[config.mk]
export PLATFORM = sky130hd
export DESIGN_NAME = itf_symbol_validator
export DESIGN_NICKNAME = d
export VERILOG_FILES = /design/src/rtl/itf_pkg.sv /design/src/rtl/itf_symbol_validator.sv /design/src/rtl/itf_char_mem.sv
export SDC_FILE = /design/constraint.sdc
export NUM_CORES = 1
export LEC_CHECK = 0
export ABC_CLOCK_PERIOD_IN_PS = 7100
export BUFFER_PORTS_ARGS = -buffer_cell sky130_fd_sc_hd__buf_2
export CORE_MARGIN = 5
export CORE_UTILIZATION = 45
export DETAILED_ROUTE_END_ITERATION = 10
export MAX_ROUTING_LAYER = met4
export PLACE_DENSITY = 0.61
export REMOVE_ABC_BUFFERS = 1
export SLEW_MARGIN = 20
export SYNTH_ARGS = -nofsm -noshare
export SYNTH_HDL_FRONTEND = slang
export SYNTH_SLANG_ARGS = --single-unit
[constraint.sdc]
create_clock -name aclk -period 7.1 [get_ports aclk]
set_clock_uncertainty 0.15 [all_clocks]
set_input_delay 0.355 -clock aclk [delete_from_list [all_inputs] [get_ports aclk]]
set_output_delay 0.355 -clock aclk [all_outputs]
set_load 0.01 [all_outputs]
[src/rtl/itf_pkg.sv]
// package: register map, field layout, reset values for the symbol validator
package itf_pkg;
   localparam int unsigned ADDR_W = 8;
   localparam int unsigned LEN_W = 7;
   localparam int unsigned CHAR_W = 4;
   localparam int unsigned WIDTH_W = 12;
   // register byte offsets
   localparam logic [7:0] OFS_CTRL = 8'h00;
   localparam logic [7:0] OFS_LEN1 = 8'h04;
   localparam logic [7:0] OFS_LEN2 = 8'h08;
   localparam logic [7:0] OFS_STAT = 8'h0C;
   localparam logic [7:0] OFS_ACC_CNT = 8'h10;
   localparam logic [7:0] OFS_REJ_CNT = 8'h14;
   // control field positions
   localparam int unsigned CTRL_EN_BIT = 0;
   localparam int unsigned CTRL_CHK_BIT = 1;
   localparam int unsigned CTRL_CHKOUT_BIT = 2;
   localparam int unsigned CTRL_GUARD_BIT = 3;
   localparam int unsigned CTRL_RANGE_BIT = 4;
   // reset values
   localparam logic [4:0] CTRL_RESET = 5'h10;
   localparam logic [6:0] LEN1_RESET = 7'h10;
   localparam logic [6:0] LEN2_RESET = 7'h06;
   localparam logic [6:0] LEN_MAX = 7'h40;
   // reject cause codes in the status register
   localparam logic [2:0] REJ_NONE = 3'h0;
   localparam logic [2:0] REJ_DISABLED = 3'h1;
   localparam logic [2:0] REJ_PATTERN = 3'h2;
   localparam logic [2:0] REJ_LENGTH = 3'h3;
   localparam logic [2:0] REJ_CHECK = 3'h4;
   localparam logic [2:0] REJ_GUARD = 3'h5;
   localparam logic [1:0] RESP_OKAY = 2'h0;
   localparam logic [1:0] RESP_SLVERR = 2'h2;
   typedef enum logic [1:0] {
      ST_IDLE = 2'b00,
      ST_COLLECT = 2'b01,
      ST_VERDICT = 2'b10,
      ST_SEND = 2'b11
   } itf_state_t;
endpackage

[src/rtl/itf_symbol_validator.sv]
// interleaved 2 of 5 symbol validator with axi4-lite settings registers
// How it works
// - decode only when enabled; off after reset
// - each digit is five elements, two wide
// - bars carry first digit, spaces the second
// - send check digit only when enabled; default off
// - two lengths 0..64, reset 16 and 6
// - odd length writes round down to even
// - exact mode: length equals either setting
// - range mode rejects outside span; on after reset
// - smaller setting is lower bound, larger upper
// - guard option requires guard bars; default off
// - guard bar is at least twice wide bar
module itf_symbol_validator
   import itf_pkg::*;
(
   input wire logic aclk,
   input wire logic aresetn,
   input wire logic [itf_pkg::ADDR_W-1:0] s_axi_awaddr,
   input wire logic s_axi_awvalid,
   output logic s_axi_awready,
   input wire logic [31:0] s_axi_wdata,
   input wire logic [3:0] s_axi_wstrb,
   input wire logic s_axi_wvalid,
   output logic s_axi_wready,
   output logic [1:0] s_axi_bresp,
   output logic s_axi_bvalid,
   input wire logic s_axi_bready,
   input wire logic [itf_pkg::ADDR_W-1:0] s_axi_araddr,
   input wire logic s_axi_arvalid,
   output logic s_axi_arready,
   output logic [31:0] s_axi_rdata,
   output logic [1:0] s_axi_rresp,
   output logic s_axi_rvalid,
   input wire logic s_axi_rready,
   input wire logic pair_valid,
   input wire logic [4:0] pair_bar_pattern,
   input wire logic [4:0] pair_space_pattern,
   input wire logic pair_last,
   input wire logic [itf_pkg::WIDTH_W-1:0] wide_bar_width,
   input wire logic [itf_pkg::WIDTH_W-1:0] lead_guard_width,
   input wire logic [itf_pkg::WIDTH_W-1:0] trail_guard_width,
   input wire logic check_pass,
   output logic char_valid,
   output logic [itf_pkg::CHAR_W-1:0] char_data,
   output logic char_last,
   output logic symbol_reject
);
   import itf_pkg::*;

   // element pattern (1 = wide) to digit, 0xF when not a legal digit
   function automatic logic [3:0] pattern_to_digit(input logic [4:0] p);
      logic [3:0] d;
      d = 4'hF;
      if ($countones(p) == 2) begin
         case (p)
            5'b00110: d = 4'h0;
            5'b10001: d = 4'h1;
            5'b01001: d = 4'h2;
            5'b11000: d = 4'h3;
            5'b00101: d = 4'h4;
            5'b10100: d = 4'h5;
            5'b01100: d = 4'h6;
            5'b00011: d = 4'h7;
            5'b10010: d = 4'h8;
            5'b01010: d = 4'h9;
            default: d = 4'hF;
         endcase
      end
      return d;
   endfunction

   function automatic logic is_guard(input logic [WIDTH_W-1:0] g, input logic [WIDTH_W-1:0] w);
      return ({1'b0, g} >= {w, 1'b0}) && (w != '0);
   endfunction

   function automatic logic [LEN_W-1:0] even_len(input logic [31:0] v);
      logic [LEN_W-1:0] l;
      l = (v[7:0] > 8'h40) ? LEN_MAX : v[LEN_W-1:0];
      return {l[LEN_W-1:1], 1'b0};
   endfunction

   // register file
   logic [4:0] ctrl_reg;
   logic [LEN_W-1:0] len1_reg;
   logic [LEN_W-1:0] len2_reg;
   logic [15:0] acc_cnt_reg;
   logic [15:0] rej_cnt_reg;
   logic [2:0] last_cause_reg;
   logic [LEN_W-1:0] last_len_reg;

   // axi write channel
   logic aw_held_reg;
   logic w_held_reg;
   logic [ADDR_W-1:0] awaddr_reg;
   logic [31:0] wdata_reg;
   logic [3:0] wstrb_reg;
   logic wr_fire;
   logic wr_hit;

   assign wr_fire = aw_held_reg && w_held_reg && !s_axi_bvalid;

   always_ff @(posedge aclk) begin
      if (!aresetn) begin
         aw_held_reg <= 1'b0;
         awaddr_reg <= '0;
         s_axi_awready <= 1'b0;
      end else begin
         s_axi_awready <= !aw_held_reg && !(s_axi_awvalid && s_axi_awready);
         if (s_axi_awvalid && s_axi_awready) begin
            aw_held_reg <= 1'b1;
            awaddr_reg <= s_axi_awaddr;
         end else if (wr_fire) begin
            aw_held_reg <= 1'b0;
         end
      end
   end

   always_ff @(posedge aclk) begin
      if (!aresetn) begin
         w_held_reg <= 1'b0;
         wdata_reg <= '0;
         wstrb_reg <= '0;
         s_axi_wready <= 1'b0;
      end else begin
         s_axi_wready <= !w_held_reg && !(s_axi_wvalid && s_axi_wready);
         if (s_axi_wvalid && s_axi_wready) begin
            w_held_reg <= 1'b1;
            wdata_reg <= s_axi_wdata;
            wstrb_reg <= s_axi_wstrb;
         end else if (wr_fire) begin
            w_held_reg <= 1'b0;
         end
      end
   end

   always_comb begin
      wr_hit = (awaddr_reg == OFS_CTRL) || (awaddr_reg == OFS_LEN1) || (awaddr_reg == OFS_LEN2);
   end

   always_ff @(posedge aclk) begin
      if (!aresetn) begin
         s_axi_bvalid <= 1'b0;
         s_axi_bresp <= RESP_OKAY;
      end else if (wr_fire) begin
         s_axi_bvalid <= 1'b1;
         s_axi_bresp <= wr_hit ? RESP_OKAY : RESP_SLVERR;
      end else if (s_axi_bready) begin
         s_axi_bvalid <= 1'b0;
      end
   end

   // settings; only byte lane 0 carries fields
   always_ff @(posedge aclk) begin
      if (!aresetn) begin
         ctrl_reg <= CTRL_RESET;
         len1_reg <= LEN1_RESET;
         len2_reg <= LEN2_RESET;
      end else if (wr_fire && wstrb_reg[0]) begin
         case (awaddr_reg)
            OFS_CTRL: ctrl_reg <= wdata_reg[4:0];
            OFS_LEN1: len1_reg <= even_len(wdata_reg);
            OFS_LEN2: len2_reg <= even_len(wdata_reg);
            default: ctrl_reg <= ctrl_reg;
         endcase
      end
   end

   // axi read channel
   logic [31:0] rd_word;
   always_comb begin
      case (s_axi_araddr)
         OFS_CTRL: rd_word = {27'h0, ctrl_reg};
         OFS_LEN1: rd_word = {25'h0, len1_reg};
         OFS_LEN2: rd_word = {25'h0, len2_reg};
         OFS_STAT: rd_word = {21'h0, last_len_reg, 1'b0, last_cause_reg};
         OFS_ACC_CNT: rd_word = {16'h0, acc_cnt_reg};
         OFS_REJ_CNT: rd_word = {16'h0, rej_cnt_reg};
         default: rd_word = 32'h0000_0000;
      endcase
   end

   always_ff @(posedge aclk) begin
      if (!aresetn) begin
         s_axi_arready <= 1'b0;
         s_axi_rvalid <= 1'b0;
         s_axi_rdata <= '0;
         s_axi_rresp <= RESP_OKAY;
      end else begin
         s_axi_arready <= !s_axi_rvalid && !(s_axi_arvalid && s_axi_arready);
         if (s_axi_arvalid && s_axi_arready) begin
            s_axi_rvalid <= 1'b1;
            s_axi_rdata <= rd_word;
            s_axi_rresp <= (s_axi_araddr <= OFS_REJ_CNT && s_axi_araddr[1:0] == 2'b00) ? RESP_OKAY : RESP_SLVERR;
         end else if (s_axi_rready) begin
            s_axi_rvalid <= 1'b0;
         end
      end
   end

   // symbol collection
   itf_state_t state_reg;
   logic [LEN_W-1:0] count_reg;
   logic bad_reg;
   logic guard_ok_reg;
   logic chk_ok_reg;
   logic [LEN_W-1:0] send_idx_reg;
   logic [LEN_W-1:0] send_len_reg;
   logic [3:0] bar_digit;
   logic [3:0] space_digit;
   logic mem_we;
   logic [5:0] mem_waddr;
   logic [3:0] mem_wdata;
   logic [3:0] mem_rdata;
   logic pair_slot_reg;
   logic [3:0] space_hold_reg;
   logic rd_pending_reg;

   assign bar_digit = pattern_to_digit(pair_bar_pattern);
   assign space_digit = pattern_to_digit(pair_space_pattern);

   // each pair writes two cells: bar digit first, then the held space digit
   always_comb begin
      mem_we = 1'b0;
      mem_waddr = count_reg[5:0];
      mem_wdata = bar_digit;
      if (state_reg == ST_COLLECT && pair_slot_reg) begin
         mem_we = !count_reg[6];
         mem_wdata = space_hold_reg;
      end else if ((state_reg == ST_IDLE || state_reg == ST_COLLECT) && pair_valid && !pair_slot_reg) begin
         mem_we = !count_reg[6];
         mem_wdata = bar_digit;
      end
   end

   // length check over the collected digit count
   logic [LEN_W-1:0] lo_len;
   logic [LEN_W-1:0] hi_len;
   logic len_ok;
   always_comb begin
      lo_len = (len1_reg <= len2_reg) ? len1_reg : len2_reg;
      hi_len = (len1_reg <= len2_reg) ? len2_reg : len1_reg;
      if (ctrl_reg[CTRL_RANGE_BIT]) begin
         len_ok = (count_reg >= lo_len) && (count_reg <= hi_len);
      end else begin
         len_ok = (count_reg == len1_reg) || (count_reg == len2_reg);
      end
   end

   logic [2:0] cause;
   always_comb begin
      if (!ctrl_reg[CTRL_EN_BIT]) begin
         cause = REJ_DISABLED;
      end else if (bad_reg) begin
         cause = REJ_PATTERN;
      end else if (!len_ok) begin
         cause = REJ_LENGTH;
      end else if (ctrl_reg[CTRL_CHK_BIT] && !chk_ok_reg) begin
         cause = REJ_CHECK;
      end else if (ctrl_reg[CTRL_GUARD_BIT] && !guard_ok_reg) begin
         cause = REJ_GUARD;
      end else begin
         cause = REJ_NONE;
      end
   end

   always_ff @(posedge aclk) begin
      if (!aresetn) begin
         state_reg <= ST_IDLE;
         count_reg <= '0;
         bad_reg <= 1'b0;
         guard_ok_reg <= 1'b0;
         chk_ok_reg <= 1'b0;
         pair_slot_reg <= 1'b0;
         space_hold_reg <= '0;
         send_idx_reg <= '0;
         send_len_reg <= '0;
         rd_pending_reg <= 1'b0;
         symbol_reject <= 1'b0;
         char_valid <= 1'b0;
         char_last <= 1'b0;
         char_data <= '0;
         last_cause_reg <= REJ_NONE;
         last_len_reg <= '0;
         acc_cnt_reg <= '0;
         rej_cnt_reg <= '0;
      end else begin
         symbol_reject <= 1'b0;
         char_valid <= 1'b0;
         char_last <= 1'b0;
         case (state_reg)
            ST_IDLE, ST_COLLECT: begin
               if (pair_slot_reg) begin
                  pair_slot_reg <= 1'b0;
                  count_reg <= count_reg + 7'd1;
                  if (rd_pending_reg) begin
                     rd_pending_reg <= 1'b0;
                     state_reg <= ST_VERDICT;
                  end
               end else if (pair_valid) begin
                  // one pair per two cycles; a pair arriving on the odd cycle is dropped
                  if (state_reg == ST_IDLE) begin
                     count_reg <= 7'd1;
                     bad_reg <= 1'b0;
                     guard_ok_reg <= is_guard(lead_guard_width, wide_bar_width);
                  end else begin
                     count_reg <= (count_reg[6]) ? count_reg : count_reg + 7'd1;
                  end
                  if (bar_digit == 4'hF || space_digit == 4'hF || count_reg[6]) begin
                     bad_reg <= 1'b1;
                  end
                  space_hold_reg <= space_digit;
                  pair_slot_reg <= 1'b1;
                  state_reg <= ST_COLLECT;
                  if (pair_last) begin
                     rd_pending_reg <= 1'b1;
                     chk_ok_reg <= check_pass;
                     guard_ok_reg <= ((state_reg == ST_IDLE) ? is_guard(lead_guard_width, wide_bar_width)
                        : guard_ok_reg) && is_guard(trail_guard_width, wide_bar_width);
                  end
               end
            end
            ST_VERDICT: begin
               last_len_reg <= count_reg;
               last_cause_reg <= cause;
               if (cause == REJ_NONE) begin
                  acc_cnt_reg <= acc_cnt_reg + 16'h0001;
                  send_idx_reg <= '0;
                  // the check digit is the last one of the symbol
                  send_len_reg <= (ctrl_reg[CTRL_CHKOUT_BIT] || count_reg == '0) ? count_reg
                     : count_reg - 7'd1;
                  state_reg <= ST_SEND;
               end else begin
                  rej_cnt_reg <= rej_cnt_reg + 16'h0001;
                  symbol_reject <= 1'b1;
                  count_reg <= '0;
                  state_reg <= ST_IDLE;
               end
            end
            ST_SEND: begin
               if (send_idx_reg == send_len_reg) begin
                  count_reg <= '0;
                  state_reg <= ST_IDLE;
               end else begin
                  send_idx_reg <= send_idx_reg + 7'd1;
               end
               if (send_idx_reg != '0) begin
                  char_valid <= 1'b1;
                  char_data <= mem_rdata;
                  char_last <= (send_idx_reg == send_len_reg);
               end
            end
            default: state_reg <= ST_IDLE;
         endcase
      end
   end

   // read address leads char output by two cycles: the memory register, then the char output register
   logic [5:0] mem_raddr;
   always_comb begin
      mem_raddr = (state_reg == ST_SEND) ? send_idx_reg[5:0] : 6'h00;
   end

   itf_char_mem #(
      .DEPTH(64),
      .AW(6),
      .DW(4)
   ) u_mem (
      .aclk(aclk),
      .wr_en(mem_we),
      .wr_addr(mem_waddr),
      .wr_data(mem_wdata),
      .rd_addr(mem_raddr),
      .rd_data(mem_rdata)
   );
endmodule

[src/rtl/itf_char_mem.sv]
// symbol character store with registered read data
module itf_char_mem #(
   parameter int unsigned DEPTH = 64,
   parameter int unsigned AW = 6,
   parameter int unsigned DW = 4
) (
   input wire logic aclk,
   input wire logic wr_en,
   input wire logic [AW-1:0] wr_addr,
   input wire logic [DW-1:0] wr_data,
   input wire logic [AW-1:0] rd_addr,
   output logic [DW-1:0] rd_data
);
   logic [DW-1:0] mem [DEPTH];

   always_ff @(posedge aclk) begin
      if (wr_en) begin
         mem[wr_addr] <= wr_data;
      end
   end

   always_ff @(posedge aclk) begin
      rd_data <= mem[rd_addr];
   end
endmodule

==> run summary, run 1 <==
Synth Cell Area = 18900 um2
Setup violators final = 0
Fill cells = 3686
Ports = 156
Hold WC Path Type = input pin to flip-flop
Routed WL = 46100 um
Clock tree buffer depth = 3
Final slew viol count = 0
Clock Latency Late Sink = 570 ps
Layout Nets = 1955
Measured slew at the worst slew-check pin = 1120 ps
Top delay family on crit path = compound AO/OA/AOI/OAI gates
Unique cell type count in the Yosys netlist = 77
First-pass GRT wire length = 72700 um
Routed length per instance = 19.5 um
PD cells = 241 nW/um2
CP cell instances = inv_1 > ha_1 > nor2b_1 > o21a_1 > o21a_1 > o21ai_0 > a21oi_1 > buf_4 > mux2i_1 > ha_1 > nor2b_1 > a311o_1 > a211o_1 > a21o_4 > a211oi_2 > a311oi_1
Die X-Extent = 215 um
Max reg flops = 256
RePlAce Congestion = 0.855
Clock Tree Root = clkbuf_16
Non-Filler Instances = 2359
Die ar. = 46200 um2
Vias in the first global route = 13400
Total track usage = 20.0%
Share of cells above drive strength 1 = 14.7%
Buf/Inv on CP = 2
Multi-input logic area = 7690 um2
Seq/Total Area, Yosys = 55.9%
Max-cap viol count = 0
FFs w/ async S/R, synth = 0%
Dpl hpwl = 30500 um
Vias per cell = 5.72
RSZ-0062 raised after global routing = false
Post-route DRC = 0
Top-area cell type share of the netlist area = 40.6%
CTS tree = built
Post CTS Setup Buffer Count = 0
Critical-path top delay cell = dfxtp_1
Synth Register Bits = 400
DP Cell Count = 2255
Initial antenna violation count = 0
Worst endpoint required time = 7360 ps
Final min period = 4190 ps
PortBufs = 110
Max-Slew Margin vs Limit = 25.0%
Die height = 215 um
Critical Path Start Type = flip-flop
Total inserted antenna cells = 0
H-tree level count = 2
Flip-flop and latch area = 10600 um2
Area contributors post-synth = edfxtp_1, dfxtp_1, mux2i_1, ha_1, nand2_1
Reg clk slew, reported paths = 60 ps
Final antenna-violating net count = 0
Via count = 13500
Post-synth EDFFs = 256
Peak VDD IR = 0.161 mV
Total CTS buffers = 44
Post-synth top flop = edfxtp_1
Setup TNS = 0 ps
Commonest cells after routing, fill and taps aside = edfxtp_1, nand2_1, nor2_1, dfxtp_1, buf_2
Largest Register = u_mem.mem
GR Overflow Total = 0
Clock sinks = 400
Final cycle utilization of the critical path = 59.0%
Critical path class = flip-flop to flip-flop
Starting density of the core = 45.3%
Fmax = 0.239 GHz
Fin. Hold Viols = 0
Arrival @ worst endpoint = 4460 ps
Most common cell after layout, fill and taps aside = edfxtp_1
Mean area per synthesized cell = 11.2 um2
Cell taking the most area after synthesis = edfxtp_1
CORE AREA = 41800 um2
Lkg Pwr = 7.48 nW
Rows = 75
Mapped Cells = 1685
Status = finished, final reports clean
Slowest stage delay, CP = 490 ps
Worst-path fanout max = 25
Largest net degree at the start of global routing = 85
DRT iter0 DRCs = 855
Area growth syn-to-layout = 14.2%
Yosys warning count = 0
Drt first pass iters = 5
Critical path endpoint category = flip-flop
final timing paths:
path                                   start              to  slack [ps]  depth (start not counted)
worst max-delay path             len2_reg[2]    count_reg[5]        2910                         16
worst min-delay path               pair_last  rd_pending_reg          60                          3
worst max register to register   len2_reg[2]    count_reg[5]        2910                         16
worst min register to register  s_axi_rvalid   s_axi_arready         300                          1
per-layer routing:
metal	routed length, um	share of wire (%)	track usage (%)
met2	22400	49	32.5
met4	1140	2.5	6.36
met3	2240	4.9	2.83
met1	20300	44	26.3
met5	0	0	-
where the power goes:
group          internal, mW  total [mW]  switching (mW)
combinational        0.0918       0.273           0.181
sequential             2.52        2.53          0.0154
clock                  1.47        2.41           0.935
cells in the mapped netlist (26+ instances only):
cell	number
nand2_1	182
ha_1	58
o21ai_0	53
nand4_1	26
mux4_2	27
mux2i_1	88
clkbuf_1	59
nor2_1	146
edfxtp_1	256
a21oi_1	109
nand3_1	53
nand2b_1	28
inv_1	54
dfxtp_1	144
stage by stage:
step           hold WS, ps  setup slack [ps]  power, mW  utilization [%]  area (um2)
2_1_floorplan          261              2590       2.73                -       18400
6_report              62.7              2910       5.21             51.8       21600
3_5_place_dp           294              2920       2.85             47.5       19800
3_3_place_gp           286              2940       2.84             47.5       19800
4_1_cts               42.5              2910       5.26             51.8       21600
5_1_grt               97.0              2690       5.38             51.8       21600
logic make-up after synthesis:
logic type	synth area share, %
buf+inv	3.94
fa+ha+maj	4.26
simple gates	13.5
xor+xnor	1.43
other cells	0.0198
flops	55.9
compound gates	12.2
mux	8.76
area by class of cell:
class / instances / share of cell area [%]
multi-input combinational: 1130 / 35.6
sequential: 400 / 48.9
tap: 539 / 3.12
clock inverter: 26 / 1.68
inverter: 56 / 0.973
timing repair buffer: 153 / 4.31
clock buffer: 55 / 5.42
tightest hold or removal path, stage by stage:
cell	delay, ps
buf_2	150
a31oi_1	180
nor3_1	60
repair_timing:
item / in CTS / in global routing
hold endpoints to repair: 21 / 0
gates resized for setup: 0 / 0
hold buffers: 23 / 0
endpoints found under the setup margin: 0 / 0
Power figures use the tool's default switching activity.
==> run 2, diff against run 1 <==
ABC_AREA = 1   (was default)
ABC_CLOCK_PERIOD_IN_PS = 3400   (was 7100)
PLACE_DENSITY = 0.63   (was 0.61)
clock period = 3.4 ns   (was 7.1 ns; I/O delays follow)
==> run summary, run 2 <==
Status = complete, but fails checks
PD cells = 478 nW/um2
Final antenna-violating net count = 0
Worst-path fanout max = 12
Initial antenna violation count = 0
Total chip power = 11.0 mW
Measured slew at the worst slew-check pin = 936 ps
Dpl hpwl = 33300 um
Share of cells above drive strength 1 = 17.2%
Critical path endpoint category = flip-flop
Final min period = 3460 ps
Die X-Extent = 216 um
Worst R2R End = send_len_reg[1]
Arrival @ worst endpoint = 3770 ps
Mapped Cells = 2095
Vias in the first global route = 15000
Area growth syn-to-layout = 19.6%
RR Startpoint = len2_reg[4]
DRT iter0 DRCs = 1035
Worst endpoint required time = 3700 ps
Most common cell after layout, fill and taps aside = nand2_1
Synth Cell Area = 19200 um2
Max reg flops = 256
Seq/Total Area, Yosys = 55.1%
RSZ-0062 raised after global routing = true
Rows = 75
R2R depth = 22
First-pass GRT wire length = 79100 um
Final cycle utilization of the critical path = 102%
Setup slack after layout = -63.6 ps
DP Cell Count = 2745
GR Overflow Total = 0
Most common cell in the netlist = nand2_1
Total inserted antenna cells = 0
Final slew viol count = 0
Non-Filler Instances = 2872
Hold slack = 12.3 ps
Starting density of the core = 45.6%
Area contributors post-synth = edfxtp_1, dfxtp_1, nand2_1, nor2_1, a21oi_1
Largest Register = u_mem.mem
Fmax = 0.289 GHz
Worst hold start = s_axi_araddr[4]
Clock tree buffer depth = 3
Clock sinks = 400
Synth top cells by count = nand2_1, nor2_1, edfxtp_1
Ports = 156
Layout Nets = 2470
Mean area per synthesized cell = 9.15 um2
Die height = 216 um
Post-route DRC = 0
Peak VDD IR = 0.461 mV
Top-area cell type share of the netlist area = 40.1%
Routed WL = 50700 um
Die ar. = 46800 um2
Max-cap viol count = 0
Total CTS buffers = 43
Unique cell type count in the Yosys netlist = 57
Pre-CTS setup slack = -80.5 ps
Max-Slew Margin vs Limit = 37.6%
Cell taking the most area after synthesis = edfxtp_1
Worst Hold End = s_axi_rresp[1]
H-tree level count = 2
Commonest cells after routing, fill and taps aside = nand2_1, nor2_1, edfxtp_1, a21oi_1, o21ai_0
Vias per cell = 5.48
Clock Latency Late Sink = 570 ps
Critical Path Source = len2_reg[4]
Largest net degree at the start of global routing = 87
Synth Register Bits = 400
Routed length per instance = 17.7 um
Post-synth top flop = edfxtp_1
Clock Tree Root = clkbuf_16
RePlAce Congestion = 0.878
FF-to-FF setup slack = -60 ps
Lkg Pwr = 8.85 nW
Reg clk slew, reported paths = 60 ps
FFs w/ async S/R, synth = 0%
Hold WC Path Type = input pin to flip-flop
Critical Path Start Type = flip-flop
Hold Path Depth = 5
Setup violators final = 25
Post-synth EDFFs = 256
Fin. Hold Viols = 0
CTS tree = built
Critical path class = flip-flop to flip-flop
Via count = 15700
Failing checks = negative setup slack
Utilization after layout = 54.6%
PortBufs = 110
CORE AREA = 42000 um2
Total track usage = 21.3%
Drt first pass iters = 6
Yosys warning count = 0
-- run 2: logic make-up after synthesis --
| family | Yosys count | share of synthesized area (%) |
|---|---|---|
| compound gates | 483 | 14.1 |
| flops | 400 | 55.1 |
| fa+ha+maj | 62 | 4.20 |
| mux | 1 | 0.0587 |
| xor+xnor | 29 | 1.32 |
| other cells | 1 | 0.0196 |
| simple gates | 839 | 18.8 |
| buf+inv | 280 | 6.39 |
-- run 2: how the worst max path moves through the flow --
stage / end / slack, ps / cells after the start
4_1_cts: count_reg[6] / -30 / 22
3_5_place_dp: rej_cnt_reg[9] / -80 / 23
6_report: send_len_reg[1] / -60 / 22
3_3_place_gp: rej_cnt_reg[9] / 6 / 23
2_1_floorplan: u_mem.rd_data[0] / -1640 / 9
5_1_grt: send_len_reg[1] / -290 / 22
-- run 2: cell type report --
type | count | area, um2
flip-flops and latches | 400 | 10600
clock inverters | 16 | 140
clock buffers | 62 | 1240
multi-input cells | 1432 | 7750
well taps | 539 | 674
fillers | 3782 | 19100
repair buffers | 248 | 1860
repair inverters | 2 | 16.3
inverters | 173 | 673
-- run 2: where the power goes --
group	leakage, nW	internal (mW)	switching [mW]	total, mW
Clock	0.682	2.64	1.92	4.56
Sequential	3.49	5.33	0.0555	5.38
Combinational	4.68	0.348	0.681	1.03
Total	8.85	8.31	2.66	11.0
-- run 2: critical path, stage by stage, from the launching register on --
cell and delay [ps]:
dfxtp_1 350, inv_2 60, ha_4 260, nand4_1 110, o221ai_2 190, nand2_2 150
clkbuf_16 200, nand2_1 60, o21ai_0 110, ha_1 300, nand3_1 70, nand2_1 120
nand2_1 60, nand2_1 70, nand3_2 80, nand2_2 90, nand2_4 70, nor2_8 160
nand3_4 170, buf_4 210, buf_4 150, o21ai_0 130, nor2_1 50
-- run 2: through the flow --
step	setup TNS, ps	cell area, um2
3_3_place_gp	0	20700
4_1_cts	-54.1	22500
3_5_place_dp	-679	20700
2_1_floorplan	-174270	18700
5_1_grt	-11250	22900
6_report	-709	22900
-- run 2: metal layers --
layer | GRT usage (%) | up-vias | wire length (um) | share of wire [%]
met4 | 6.53 | 0 | 1650 | 3.3
met1 | 27.5 | 7467 | 21500 | 42
li1 | - | 7668 | - | -
met3 | 3.01 | 120 | 2870 | 5.7
met2 | 35.3 | 486 | 24700 | 49
met5 | - | - | 0 | 0
-- run 2: repair_timing --
action,CTS,global route
setup buffers,0,10
endpoints found under the hold margin,30,0
setup endpoints to repair,38,56
gates resized for setup,11,84
hold buffers,34,0
gates cloned,1,4
pin swaps,0,24
